<file path="config.mk">
export PLATFORM = sky130hd
export DESIGN_NAME = pmta_table_access
export DESIGN_NICKNAME = d
export VERILOG_FILES = /design/src/pmta_table_access.v /design/src/pmta_hold_block.v /design/src/pmta_prog_timer.v
export VERILOG_INCLUDE_DIRS = /design/src
export SDC_FILE = /design/constraint.sdc
export NUM_CORES = 1
export LEC_CHECK = 0
export BUFFER_PORTS_ARGS = -buffer_cell sky130_fd_sc_hd__buf_4
export CELL_PAD_IN_SITES_DETAIL_PLACEMENT = 1
export CELL_PAD_IN_SITES_GLOBAL_PLACEMENT = 1
export CORE_ASPECT_RATIO = 1.1
export CORE_MARGIN = 2
export CORE_UTILIZATION = 38
export DETAILED_ROUTE_END_ITERATION = 10
export PLACE_DENSITY_LB_ADDON = 0.1
export SLEW_MARGIN = 20
export SYNTH_ARGS = -nofsm -noshare
export SYNTH_HDL_FRONTEND = slang
export SYNTH_SLANG_ARGS = --single-unit
</file>
<file path="constraint.sdc">
create_clock -name clk_in -period 2.65 [get_ports clk_in]
set_input_delay 0.6625 -clock clk_in [delete_from_list [all_inputs] [get_ports clk_in]]
set_output_delay 0.6625 -clock clk_in [all_outputs]
set_load 0.02 [all_outputs]
</file>
<file path="src/pmta_defs.vh">
`ifndef PMTA_DEFS_VH
`define PMTA_DEFS_VH

// ----------------------------------------
// widths
// ----------------------------------------
`define PMTA_PC_W 21
`define PMTA_PTR_W 22
`define PMTA_PTR_TOP 21

// ----------------------------------------
// vectors
// ----------------------------------------
`define PMTA_VEC_RESET 21'h000000
`define PMTA_VEC_HIGH 21'h000008
`define PMTA_VEC_LOW 21'h000018

// ----------------------------------------
// special function register indices
// ----------------------------------------
`define PMTA_REG_CTRL 3'h0
`define PMTA_REG_UNLOCK 3'h1
`define PMTA_REG_LATCH 3'h2
`define PMTA_REG_PTR_LOW 3'h3
`define PMTA_REG_PTR_HIGH 3'h4
`define PMTA_REG_PTR_UPPER 3'h5
`define PMTA_REG_FLAGS7 3'h6

// ----------------------------------------
// memory_access_control fields
// ----------------------------------------
`define PMTA_CTRL_REGION_HI 7
`define PMTA_CTRL_REGION_LO 6
`define PMTA_CTRL_ERASE 4
`define PMTA_CTRL_FAULT 3
`define PMTA_CTRL_ALLOW 2
`define PMTA_CTRL_START 1
`define PMTA_CTRL_RESET 8'h00
`define PMTA_FLAGS7_DONE 5
`define PMTA_PTR_UPPER_MASK 8'h3f

// ----------------------------------------
// region_select codes
// ----------------------------------------
`define PMTA_REGION_EEPROM 2'h0
`define PMTA_REGION_FLASH 2'h2

// ----------------------------------------
// pointer update modes of table ops
// ----------------------------------------
`define PMTA_UPD_NONE 2'h0
`define PMTA_UPD_POST_INC 2'h1
`define PMTA_UPD_POST_DEC 2'h2
`define PMTA_UPD_PRE_INC 2'h3

// ----------------------------------------
// nonvolatile operation kinds
// ----------------------------------------
`define PMTA_OP_EEPROM 2'h0
`define PMTA_OP_FLASH_WRITE 2'h1
`define PMTA_OP_FLASH_ERASE 2'h2
`define PMTA_OP_CONFIG 2'h3

// ----------------------------------------
// programming timer
// ----------------------------------------
`define PMTA_PROG_TIME_US 2000
`define PMTA_CLK_MHZ 20

`endif

</file>
<file path="src/pmta_table_access.v">
// Behaviour
// - fetch and table reads use separate memory ports
// - 21-bit fetch address, unimplemented space reads zero
// - reset vector 0000h, interrupt vectors 0008h, 0018h
// - unlock port stores nothing, reads zero
// - region select routes operations to three spaces
// - erase select makes next start erase flash
// - program/erase only with write allow; reset clears
// - fault flag set on start, cleared on completion
// - start launches eeprom erase/write, flash erase/write or config write
// - firmware sets start only; hardware clears it
// - completion sets done flag until firmware clears
// - 8-bit table latch in register space
// - three bytes form 22-bit pointer; top selects config
// - table ops update only low 21 pointer bits
// - table read uses 22 bits, loads latch
// - table write fills holding slot from low bits
// - flash write stores block at upper pointer bits
`timescale 1ns/1ps
`include "pmta_defs.vh"

module pmta_table_access #(
    parameter PROG_BYTES = 32'h00010000,
    parameter SLOT_BITS = 5,
    parameter PROG_TIME_US = `PMTA_PROG_TIME_US,
    parameter CLK_MHZ = `PMTA_CLK_MHZ
) (
    input wire clk_in,
    input wire rst_n_in,
    // instruction fetch path
    input wire [`PMTA_PC_W-1:0] fetch_addr_in,
    output wire [`PMTA_PC_W-1:0] fetch_mem_addr_out,
    input wire [15:0] fetch_mem_data_in,
    output reg [15:0] fetch_data_out,
    // vectors
    output wire [`PMTA_PC_W-1:0] reset_vector_out,
    output wire [`PMTA_PC_W-1:0] high_vector_out,
    output wire [`PMTA_PC_W-1:0] low_vector_out,
    // special function register port
    input wire [2:0] sfr_addr_in,
    input wire sfr_wr_in,
    input wire sfr_rd_in,
    input wire [7:0] sfr_wdata_in,
    output reg [7:0] sfr_rdata_out,
    // table operations from the core
    input wire table_read_op_in,
    input wire table_write_op_in,
    input wire [1:0] table_update_in,
    output wire table_busy_out,
    output reg [`PMTA_PTR_W-1:0] table_mem_addr_out,
    input wire [7:0] table_mem_data_in,
    // nonvolatile operation port
    output reg nv_start_out,
    output reg [1:0] nv_kind_out,
    output reg [`PMTA_PTR_W-1:0] nv_addr_out,
    output reg [7:0] nv_byte_out,
    output wire [(8<<SLOT_BITS)-1:0] nv_block_out,
    output wire memory_done_flag_out
);
    // ----------------------------------------
    // derived constants and states
    // ----------------------------------------
    localparam PROG_CYCLES = PROG_TIME_US * CLK_MHZ;
    localparam ST_IDLE = 2'h0;
    localparam ST_READ = 2'h1;

    // ----------------------------------------
    // functions
    // ----------------------------------------
    // beyond the implemented array the core must see a no-operation
    function [15:0] fill_word;
        input [`PMTA_PC_W-1:0] addr;
        input [15:0] data;
        begin
            if ({11'h000, addr} < PROG_BYTES) begin
                fill_word = data;
            end else begin
                fill_word = 16'h0000;
            end
        end
    endfunction

    // top bit is carried unchanged, only the program space part moves
    function [`PMTA_PTR_W-1:0] step_ptr;
        input [`PMTA_PTR_W-1:0] ptr;
        input dec;
        reg [`PMTA_PC_W-1:0] low;
        begin
            if (dec) begin
                low = ptr[`PMTA_PC_W-1:0] - 21'h000001;
            end else begin
                low = ptr[`PMTA_PC_W-1:0] + 21'h000001;
            end
            step_ptr = {ptr[`PMTA_PTR_TOP], low};
        end
    endfunction

    // ----------------------------------------
    // state
    // ----------------------------------------
    reg [1:0] state;
    reg [1:0] next_state;
    reg [1:0] region_select;
    reg erase_sel;
    reg write_allow;
    reg write_start;
    reg write_fault_flag;
    reg memory_done_flag;
    reg [7:0] table_latch;
    reg [`PMTA_PTR_W-1:0] table_pointer;
    reg [`PMTA_PTR_W-1:0] op_ptr;
    reg [`PMTA_PTR_W-1:0] post_ptr;
    reg [SLOT_BITS-1:0] hold_slot;
    reg hold_wr;
    reg hold_clear;
    reg timer_start;
    wire timer_busy;
    wire timer_done;
    wire ctrl_wr;
    wire start_req;
    wire start_ok;
    wire table_idle;

    assign ctrl_wr = sfr_wr_in && (sfr_addr_in == `PMTA_REG_CTRL);
    assign start_req = ctrl_wr && sfr_wdata_in[`PMTA_CTRL_START];
    assign start_ok = start_req && write_allow && !write_start && !timer_busy;
    assign table_idle = (state == ST_IDLE);
    assign table_busy_out = !table_idle;
    assign memory_done_flag_out = memory_done_flag;

    // ----------------------------------------
    // vectors
    // ----------------------------------------
    assign reset_vector_out = `PMTA_VEC_RESET;
    assign high_vector_out = `PMTA_VEC_HIGH;
    assign low_vector_out = `PMTA_VEC_LOW;

    // ----------------------------------------
    // instruction fetch port
    // ----------------------------------------
    // own address bus, so a table op never stalls a fetch
    assign fetch_mem_addr_out = fetch_addr_in;

    always @(posedge clk_in or negedge rst_n_in) begin
        if (!rst_n_in) begin
            fetch_data_out <= 16'h0000;
        end else begin
            fetch_data_out <= fill_word(fetch_addr_in, fetch_mem_data_in);
        end
    end

    // ----------------------------------------
    // table op address selection
    // ----------------------------------------
    always @* begin
        op_ptr = table_pointer;
        post_ptr = table_pointer;
        case (table_update_in)
            `PMTA_UPD_NONE: post_ptr = table_pointer;
            `PMTA_UPD_POST_INC: post_ptr = step_ptr(table_pointer, 1'b0);
            `PMTA_UPD_POST_DEC: post_ptr = step_ptr(table_pointer, 1'b1);
            `PMTA_UPD_PRE_INC: begin
                op_ptr = step_ptr(table_pointer, 1'b0);
                post_ptr = op_ptr;
            end
            default: post_ptr = table_pointer;
        endcase
    end

    // ----------------------------------------
    // table state machine
    // ----------------------------------------
    always @* begin
        next_state = state;
        hold_wr = 1'b0;
        hold_slot = op_ptr[SLOT_BITS-1:0];
        case (state)
            ST_IDLE: begin
                if (table_read_op_in) begin
                    next_state = ST_READ;
                end else if (table_write_op_in) begin
                    hold_wr = 1'b1;
                end
            end
            ST_READ: next_state = ST_IDLE;
            default: next_state = ST_IDLE;
        endcase
    end

    always @(posedge clk_in or negedge rst_n_in) begin
        if (!rst_n_in) begin
            state <= ST_IDLE;
            table_mem_addr_out <= {`PMTA_PTR_W{1'b0}};
        end else begin
            state <= next_state;
            if (table_idle && table_read_op_in) begin
                table_mem_addr_out <= op_ptr;
            end
        end
    end

    // ----------------------------------------
    // holding block
    // ----------------------------------------
    pmta_hold_block #(
        .SLOT_BITS(SLOT_BITS)
    ) u_hold (
        .clk_in(clk_in),
        .rst_n_in(rst_n_in),
        .wr_in(hold_wr),
        .slot_in(hold_slot),
        .byte_in(table_latch),
        .clear_in(hold_clear),
        .block_out(nv_block_out)
    );

    // ----------------------------------------
    // latch and pointer
    // ----------------------------------------
    // sfr writes and table ops on the same edge: the table op wins
    always @(posedge clk_in or negedge rst_n_in) begin
        if (!rst_n_in) begin
            table_latch <= 8'h00;
            table_pointer <= {`PMTA_PTR_W{1'b0}};
        end else begin
            if (state == ST_READ) begin
                if (table_mem_addr_out[`PMTA_PTR_TOP]) begin
                    table_latch <= table_mem_data_in;
                end else if ({10'h000, table_mem_addr_out[`PMTA_PC_W-1:0]} < PROG_BYTES) begin
                    table_latch <= table_mem_data_in;
                end else begin
                    table_latch <= 8'h00;
                end
            end else if (sfr_wr_in && sfr_addr_in == `PMTA_REG_LATCH) begin
                table_latch <= sfr_wdata_in;
            end
            if (table_idle && (table_read_op_in || table_write_op_in)) begin
                table_pointer <= post_ptr;
            end else if (sfr_wr_in) begin
                case (sfr_addr_in)
                    `PMTA_REG_PTR_LOW: table_pointer[7:0] <= sfr_wdata_in;
                    `PMTA_REG_PTR_HIGH: table_pointer[15:8] <= sfr_wdata_in;
                    `PMTA_REG_PTR_UPPER: table_pointer[21:16] <= sfr_wdata_in[5:0];
                    default: table_pointer <= table_pointer;
                endcase
            end
        end
    end

    // ----------------------------------------
    // programming timer
    // ----------------------------------------
    pmta_prog_timer #(
        .CYCLES(PROG_CYCLES)
    ) u_timer (
        .clk_in(clk_in),
        .rst_n_in(rst_n_in),
        .start_in(timer_start),
        .busy_out(timer_busy),
        .done_out(timer_done)
    );

    // ----------------------------------------
    // memory_access_control
    // ----------------------------------------
    // region and erase select are frozen while a cycle runs, so the
    // operation reported at the start matches the one that completes
    always @(posedge clk_in or negedge rst_n_in) begin
        if (!rst_n_in) begin
            region_select <= `PMTA_REGION_EEPROM;
            erase_sel <= 1'b0;
            write_allow <= 1'b0;
            write_start <= 1'b0;
            write_fault_flag <= 1'b0;
            timer_start <= 1'b0;
        end else begin
            timer_start <= 1'b0;
            if (ctrl_wr) begin
                write_allow <= sfr_wdata_in[`PMTA_CTRL_ALLOW];
                if (!write_start) begin
                    region_select <= sfr_wdata_in[`PMTA_CTRL_REGION_HI:`PMTA_CTRL_REGION_LO];
                    erase_sel <= sfr_wdata_in[`PMTA_CTRL_ERASE];
                end
            end
            if (start_ok) begin
                write_start <= 1'b1;
                write_fault_flag <= 1'b1;
                timer_start <= 1'b1;
            end else if (timer_done) begin
                write_start <= 1'b0;
                write_fault_flag <= 1'b0;
            end
        end
    end

    // ----------------------------------------
    // nonvolatile operation launch
    // ----------------------------------------
    always @(posedge clk_in or negedge rst_n_in) begin
        if (!rst_n_in) begin
            nv_start_out <= 1'b0;
            nv_kind_out <= `PMTA_OP_EEPROM;
            nv_addr_out <= {`PMTA_PTR_W{1'b0}};
            nv_byte_out <= 8'h00;
            hold_clear <= 1'b0;
        end else begin
            nv_start_out <= start_ok;
            hold_clear <= 1'b0;
            if (start_ok) begin
                nv_byte_out <= table_latch;
                if (sfr_wdata_in[`PMTA_CTRL_REGION_LO]) begin
                    nv_kind_out <= `PMTA_OP_CONFIG;
                    nv_addr_out <= table_pointer;
                end else if (sfr_wdata_in[`PMTA_CTRL_REGION_HI]) begin
                    // slot bits are dropped, the block lands on its boundary
                    nv_addr_out <= {table_pointer[`PMTA_PTR_W-1:SLOT_BITS], {SLOT_BITS{1'b0}}};
                    hold_clear <= !sfr_wdata_in[`PMTA_CTRL_ERASE];
                    if (sfr_wdata_in[`PMTA_CTRL_ERASE]) begin
                        nv_kind_out <= `PMTA_OP_FLASH_ERASE;
                    end else begin
                        nv_kind_out <= `PMTA_OP_FLASH_WRITE;
                    end
                end else begin
                    nv_kind_out <= `PMTA_OP_EEPROM;
                    nv_addr_out <= table_pointer;
                end
            end
        end
    end

    // ----------------------------------------
    // done flag in peripheral_flags_seven
    // ----------------------------------------
    // completion on the same edge as a firmware clear keeps the flag set
    always @(posedge clk_in or negedge rst_n_in) begin
        if (!rst_n_in) begin
            memory_done_flag <= 1'b0;
        end else if (timer_done) begin
            memory_done_flag <= 1'b1;
        end else if (sfr_wr_in && sfr_addr_in == `PMTA_REG_FLAGS7 && !sfr_wdata_in[`PMTA_FLAGS7_DONE]) begin
            memory_done_flag <= 1'b0;
        end
    end

    // ----------------------------------------
    // register read path
    // ----------------------------------------
    always @(posedge clk_in or negedge rst_n_in) begin
        if (!rst_n_in) begin
            sfr_rdata_out <= 8'h00;
        end else if (sfr_rd_in) begin
            case (sfr_addr_in)
                `PMTA_REG_CTRL: sfr_rdata_out <= {region_select, 1'b0, erase_sel, write_fault_flag,
                                                  write_allow, write_start, 1'b0};
                `PMTA_REG_UNLOCK: sfr_rdata_out <= 8'h00;
                `PMTA_REG_LATCH: sfr_rdata_out <= table_latch;
                `PMTA_REG_PTR_LOW: sfr_rdata_out <= table_pointer[7:0];
                `PMTA_REG_PTR_HIGH: sfr_rdata_out <= table_pointer[15:8];
                `PMTA_REG_PTR_UPPER: sfr_rdata_out <= {2'b00, table_pointer[21:16]} & `PMTA_PTR_UPPER_MASK;
                `PMTA_REG_FLAGS7: sfr_rdata_out <= {2'b00, memory_done_flag, 5'b00000};
                default: sfr_rdata_out <= 8'h00;
            endcase
        end
    end
endmodule

</file>
<file path="src/pmta_hold_block.v">
`timescale 1ns/1ps
`include "pmta_defs.vh"

// ----------------------------------------
// holding register block for flash writes
// ----------------------------------------
module pmta_hold_block #(
    parameter SLOT_BITS = 5
) (
    input wire clk_in,
    input wire rst_n_in,
    input wire wr_in,
    input wire [SLOT_BITS-1:0] slot_in,
    input wire [7:0] byte_in,
    input wire clear_in,
    output wire [(8<<SLOT_BITS)-1:0] block_out
);
    localparam SLOTS = 1 << SLOT_BITS;

    reg [7:0] slot_mem [0:SLOTS-1];
    integer i;
    genvar g;

    // erased flash reads as ones, so an unwritten slot stays all ones
    always @(posedge clk_in or negedge rst_n_in) begin
        if (!rst_n_in) begin
            for (i = 0; i < SLOTS; i = i + 1) begin
                slot_mem[i] <= 8'hff;
            end
        end else if (clear_in) begin
            for (i = 0; i < SLOTS; i = i + 1) begin
                slot_mem[i] <= 8'hff;
            end
        end else if (wr_in) begin
            slot_mem[slot_in] <= byte_in;
        end
    end

    generate
        for (g = 0; g < SLOTS; g = g + 1) begin : flat
            assign block_out[g*8 +: 8] = slot_mem[g];
        end
    endgenerate
endmodule

</file>
<file path="src/pmta_prog_timer.v">
`timescale 1ns/1ps
`include "pmta_defs.vh"

// ----------------------------------------
// internal programming timer
// ----------------------------------------
module pmta_prog_timer #(
    parameter CYCLES = 40000
) (
    input wire clk_in,
    input wire rst_n_in,
    input wire start_in,
    output wire busy_out,
    output reg done_out
);
    reg [31:0] remain;

    assign busy_out = (remain != 32'h0);

    always @(posedge clk_in or negedge rst_n_in) begin
        if (!rst_n_in) begin
            remain <= 32'h0;
            done_out <= 1'b0;
        end else begin
            done_out <= 1'b0;
            if (start_in) begin
                remain <= CYCLES;
            end else if (remain != 32'h0) begin
                remain <= remain - 32'h1;
                done_out <= (remain == 32'h1);
            end
        end
    end
endmodule

</file>
==> impl_metrics.ini, run 1 <==
[routing]
viasPerCell = 5.57
vias = 16600
wl_per_cell_um = 24.3
first_iter_violations = 1018
drc = 0
dr.pass1.iters = 5
wl_mm = 72.6
detail-route-antenna-nets = 0

[timing]
relSlewSlack_pct = 45.3
tightest_slew_ns = 0.816
fin_crit_ns = 2.57
finalWorstSetupSlack_ns = 0.0756
slew_viol_final = 0
finalSetupViolCount = 0
fmax_mhz = 388
finalHoldViolations = 0
fin_crit_sh_pct = 97.1
finClkSkew_ns = 0.0217

[synth]
seq_area_frac_synth_pct = 51.8
synth_seq_cells = 406
ys.flop_type = dfstp_2
netlist_area_um2 = 20200
synthArstFlopShare_pct = 100
syn_inst = 1841
synth_edf_count = 0
yosysWarnings = 0
avgSynthCellArea_um2 = 11.0
synthDistinctLibCells = 84

[die]
row_count = 88
initial_core_util_pct = 38.5
ios = 485
chipWidth_um = 224
die-area_um2 = 55100
die_h_um = 246
core_um2 = 52500

[clock_tree]
cts_buffer_depth = 3
htree_levels = 2
cts-root-buf = clkbuf_16
cts.sinks = 406
insertion_delay_ns = 0.59
cts_setup_buffers = 0
path_clk_slew_ns = 0.06
cts_tree = yes
cts-buffers-inserted = 46

[layout]
nets = 2338
drive_gt1_share_pct = 42.8
syn_to_final_growth_pct = 30.2
final_area_um2 = 26300
final_common_cell = buf_4
finalNonFillerCells = 2983
layout_common_cells = 530 x buf_4, 256 x a211o_1, 256 x dfstp_2, 140 x dfrtp_1, 115 x and3_1

[power_and_ir_drop]
p_per_area_nw_per_um2 = 789
ir_worst_vdd_mv = 0.470
power_leakage_nw = 14.2

[critical_path]
critPathMaxStageDelay_ns = 0.40
cpMostUsedCell = buf_4
crit_type = reg2reg
worstSetupPathDepth = 9
critPathBufInv = 3
crit_chain = inv_1, ha_1, and3_2, a2111oi_4, buf_4, o2111ai_1, buf_4, and2_1, a211o_1
cp_top_family = compound AO/OA/AOI/OAI gates
worstPathRequired_ns = 3.15
r2r_slack_ns = 0.08
crit_slowest_cell = dfrtp_1
cp_max_fo = 8
end_kind = flip-flop
cp_data_arrival_time_ns = 3.07
crit_path_start_kind = flip-flop
r2r_cells = 9

[grt]
grt_first_pass_wirelength_mm = 110
grt_max_degree = 85
gr-usage-all-layers_pct = 25.9
grt-ovfl-total = 0
antenna_found_initial = 1
grt_pass1_vias = 17600

[place]
port_buffers = 389
place_hpwl_mm = 51.0
gp_congestion = 0.952
dp.cells = 2896
place_ws_ns = -0.163
place_area_um2 = 24800

[outcome]
status = finished, final reports clean

[hold_path]
worstHoldPathCells = 2
hp-class = in2reg

[job]
max_cap_viol_count = 0
==> report_power, final <==
group,total [W],switching [W],internal (W)
clock,0.00633,0.00267,0.00366
combinational,0.00594,0.00347,0.00247
sequential,0.00851,0.000951,0.00755
total,0.0208,0.00709,0.0137
==> path summary, 6_finish.rpt <==
kind,from,end
max in group asynchronous,rst_n_in,u_hold.block_out[148]
setup reg to reg,table_pointer[0],u_hold.block_out[232]
min in group asynchronous,rst_n_in,u_timer.remain[16]
hold / removal,sfr_rd_in,sfr_rdata_out[7]
setup / recovery,table_pointer[0],u_hold.block_out[232]
hold reg to reg,table_mem_addr_out[12],table_mem_addr_out[12]
==> worst reg2reg max path, stage by stage, from the launching register on <==
cell and delay, ns:
dfrtp_1 0.40, inv_1 0.10, ha_1 0.35, and3_2 0.28
a2111oi_4 0.35, buf_4 0.19, o2111ai_1 0.15, buf_4 0.21
and2_1 0.16, a211o_1 0.28
==> kinds of logic (layout without fill, tap and decap cells) <==
logic type | after synthesis | after routing | synth area share, %
adders and majority gates | 4 | 4 | 0.247
AOI/OAI and AO/OA | 476 | 476 | 19.3
other | 2 | 65 | 0.0371
xor gates and xnor gates | 27 | 27 | 1.17
buffers and inverters | 276 | 680 | 6.90
muxes | 67 | 67 | 3.92
and+or+nand+nor | 583 | 583 | 16.7
DFF | 406 | 406 | 51.8
==> per-layer routing <==
layer  track usage [%]  wire length (um)  up-vias
met4              8.67              2300        0
met3              6.78              4640      112
met5                 0                 0        -
met2              43.4             35300      443
met1              32.6             30400     8629
li1                  -                 -     7445
==> stage by stage <==
step	setup TNS (ns)	utilization [%]	hold slack, ns	power [W]
final	0	50.1	0.278	0.0208
after global routing	-0.0257	50.1	0.265	0.0217
after global placement	-0.686	47.2	0.459	0.0144
after CTS	0	50.0	0.251	0.0210
after detailed placement	-2.47	47.2	0.465	0.0145
after floorplan	-0.501	-	0.367	0.0115
==> repair_timing <==
item,in CTS,in global routing
hold buffers,1,0
gates resized for setup,4,8
pin swaps,0,2
hold endpoints to repair,5,0
endpoints found under the setup margin,12,54
==> cells in the mapped netlist (all sizes together), types with 41 or more instances <==
library cell / instances / area (um^2)
nor2b: 104 / 651
dfstp: 256 / 6730
nand2: 87 / 327
dfrtp: 150 / 3750
o21ai: 41 / 205
nor2: 51 / 191
and2: 63 / 394
and3: 117 / 732
buf: 115 / 790
a211o: 256 / 2240
clkbuf: 131 / 493
==> registers in the layout, indices dropped and copies added, names as in the netlist <==
| signal | flops |
|---|---|
| nv_byte_out | 8 |
| nv_addr_out | 22 |
| u_hold.block_out | 256 |
| table_latch | 8 |
| erase_sel | 1 |
| fetch_data_out | 16 |
| nv_start_out | 1 |
| table_pointer | 22 |
| state | 1 |
| sfr_rdata_out | 8 |
| region_select | 2 |
| nv_kind_out | 2 |
| hold_clear | 1 |
| write_fault_flag | 1 |
| table_mem_addr_out | 22 |
| u_timer.remain | 32 |
| u_timer.done_out | 1 |
| write_allow | 1 |
| memory_done_flag_out | 1 |
==> cell type report <==
cell class              instances  area (um^2)
flip-flops and latches        406        10500
clock buffers                  68         1280
diodes                          2         5.00
clock inverters                16          170
repair buffers                566         4680
fillers                      5634        26200
well taps                     675          845
inverters                      30          113
multi-input cells            1220         8740
(Power assumes the default switching activity.)
==> run 2: changes to the inputs <==
Settings changed: SETUP_SLACK_MARGIN set to 0.15.
==> run 2 against run 1 <==
Compared with the run above:
- global-route usage grew 0.49 points
- fmax rose by 0.75%
- non-clock buffer count is 5 lower
- largest power group unchanged
- via count increased by 0.67%
- power rose by 0.55%
==> impl_metrics.ini, run 2 (synthesized netlist as in run 1, its figures left out) <==
[outcome]
status = finished, final reports clean

[layout]
final_common_cell = buf_4
drive_gt1_share_pct = 44.6
largest_reg_flops = 256
fin_util_pct = 50.6
diodes = 0
syn_to_final_growth_pct = 31.4
layout_common_cells = 521 x buf_4, 256 x a211o_1, 256 x dfstp_2, 137 x dfrtp_1, 115 x and3_1
nets = 2333

[routing]
vias = 16700
wl_mm = 74.0
viasPerCell = 5.63
dr.pass1.iters = 5
first_iter_violations = 912
drc = 0
wl_per_cell_um = 24.9
detail-route-antenna-nets = 0

[clock_tree]
insertion_delay_ns = 0.58
path_clk_slew_ns = 0.06
cts-buffers-inserted = 45
cts_buffer_depth = 3
htree_levels = 2
cts.sinks = 406
cts_tree = yes
cts-root-buf = clkbuf_16

[critical_path]
crit_path_start_kind = flip-flop
end_kind = flip-flop
cp_max_fo = 9
crit_path_start = u_timer.remain[13]
r2r-start = u_timer.remain[13]
cp_data_arrival_time_ns = 3.02
crit_type = reg2reg
worstPathRequired_ns = 3.11

[timing]
finalHoldViolations = 0
fmax_mhz = 391
fin_crit_sh_pct = 96.4
fin_crit_ns = 2.56
finalWorstSetupSlack_ns = 0.0946
finalSetupViolCount = 0
setup_tns_ns = 0
slew_viol_final = 0
rsz0062_at_grt = true
relSlewSlack_pct = 29.0
whs_ns = 0.285
finClkSkew_ns = 0.0158
tightest_slew_ns = 1.07

[power_and_ir_drop]
p_total_w = 0.0209
p_per_area_nw_per_um2 = 786
power_leakage_nw = 14.3
ir_worst_vdd_mv = 0.533

[die]
core_um2 = 52500
die_h_um = 246
row_count = 88
die-area_um2 = 55100
chipWidth_um = 224
ios = 485
initial_core_util_pct = 38.5

[grt]
grt-ovfl-total = 0
grt_pass1_vias = 17600
antenna_found_initial = 1
grt_max_degree = 89
grt_first_pass_wirelength_mm = 112
gr-usage-all-layers_pct = 26.4

[place]
place_ws_ns = -0.138
gp_congestion = 0.921
place_hpwl_mm = 51.0
port_buffers = 389

[hold_path]
min-delay-start = fetch_mem_data_in[15]
hp-class = in2reg

[job]
max_cap_viol_count = 0
[run 2: changes by cell type in the layout (fill, tap and decap cells not counted), moves of 4 or more]
cell,delta
nand2_1,-13
clkbuf_1,-7
buf_4,-9
clkinvlp_4,+5
or3_4,+4
clkbuf_8,+4
inv_2,+4
inv_1,-4
nand2_2,+13
[run 2: critical path: stages (launching register included)]
cell and delay (ns):
dfrtp_1 0.37, or3_4 0.39, or4_4 0.52, nor4_4 0.34, nand4_4 0.17, bufbuf_16 0.33, mux2_4 0.30
[run 2: timing repair]
action	in CTS	in global routing
pin swaps	6	3
buffers inserted	10	2
hold endpoints to repair	1	0
hold buffers	1	0
gates cloned	4	0
setup endpoints to repair	159	178
resized for setup	21	32
[run 2: worst paths after layout]
check / slack, ns / cells past startpoint / endpoint
min: 0.28 / 2 / fetch_data_out[15]
max in group asynchronous: 1.22 / 3 / u_hold.block_out[230]
min reg2reg: 0.46 / 1 / write_fault_flag
min in group asynchronous: 0.56 / 2 / nv_byte_out[4]
max: 0.09 / 6 / nv_byte_out[5]
max reg2reg: 0.09 / 6 / nv_byte_out[5]
[run 2: layout make-up]
class | instances | area [um^2]
Fill cell | 5622 | 25900
Sequential cell | 406 | 10500
Multi-Input combinational cell | 1221 | 8970
Timing Repair Buffer | 561 | 4690
Clock buffer | 64 | 1290
Tap cell | 675 | 845
Clock inverter | 19 | 173
Inverter | 30 | 113
[run 2: power by group]
group / total (W) / switching, W / internal (W)
clock: 0.00627 / 0.00268 / 0.00360
combinational: 0.00609 / 0.00358 / 0.00251
sequential: 0.00852 / 0.000968 / 0.00756
total: 0.0209 / 0.00722 / 0.0137
[run 2: per-layer routing]
metal | up-vias | wire length [um] | global-route usage [%]
li1 | 7441 | - | -
met1 | 8761 | 31600 | 34.1
met2 | 432 | 36100 | 44.4
met3 | 107 | 4600 | 6.44
met4 | 0 | 1760 | 6.80
met5 | - | 0 | 0
[run 2: through the flow]
stage | cell area [um^2] | instances
final | 26600 | 2976
after global routing | 26600 | 2976
after CTS | 26400 | 2974
after detailed placement | 24700 | 2876
after global placement | 24700 | 2876
after floorplan | 20600 | 1902
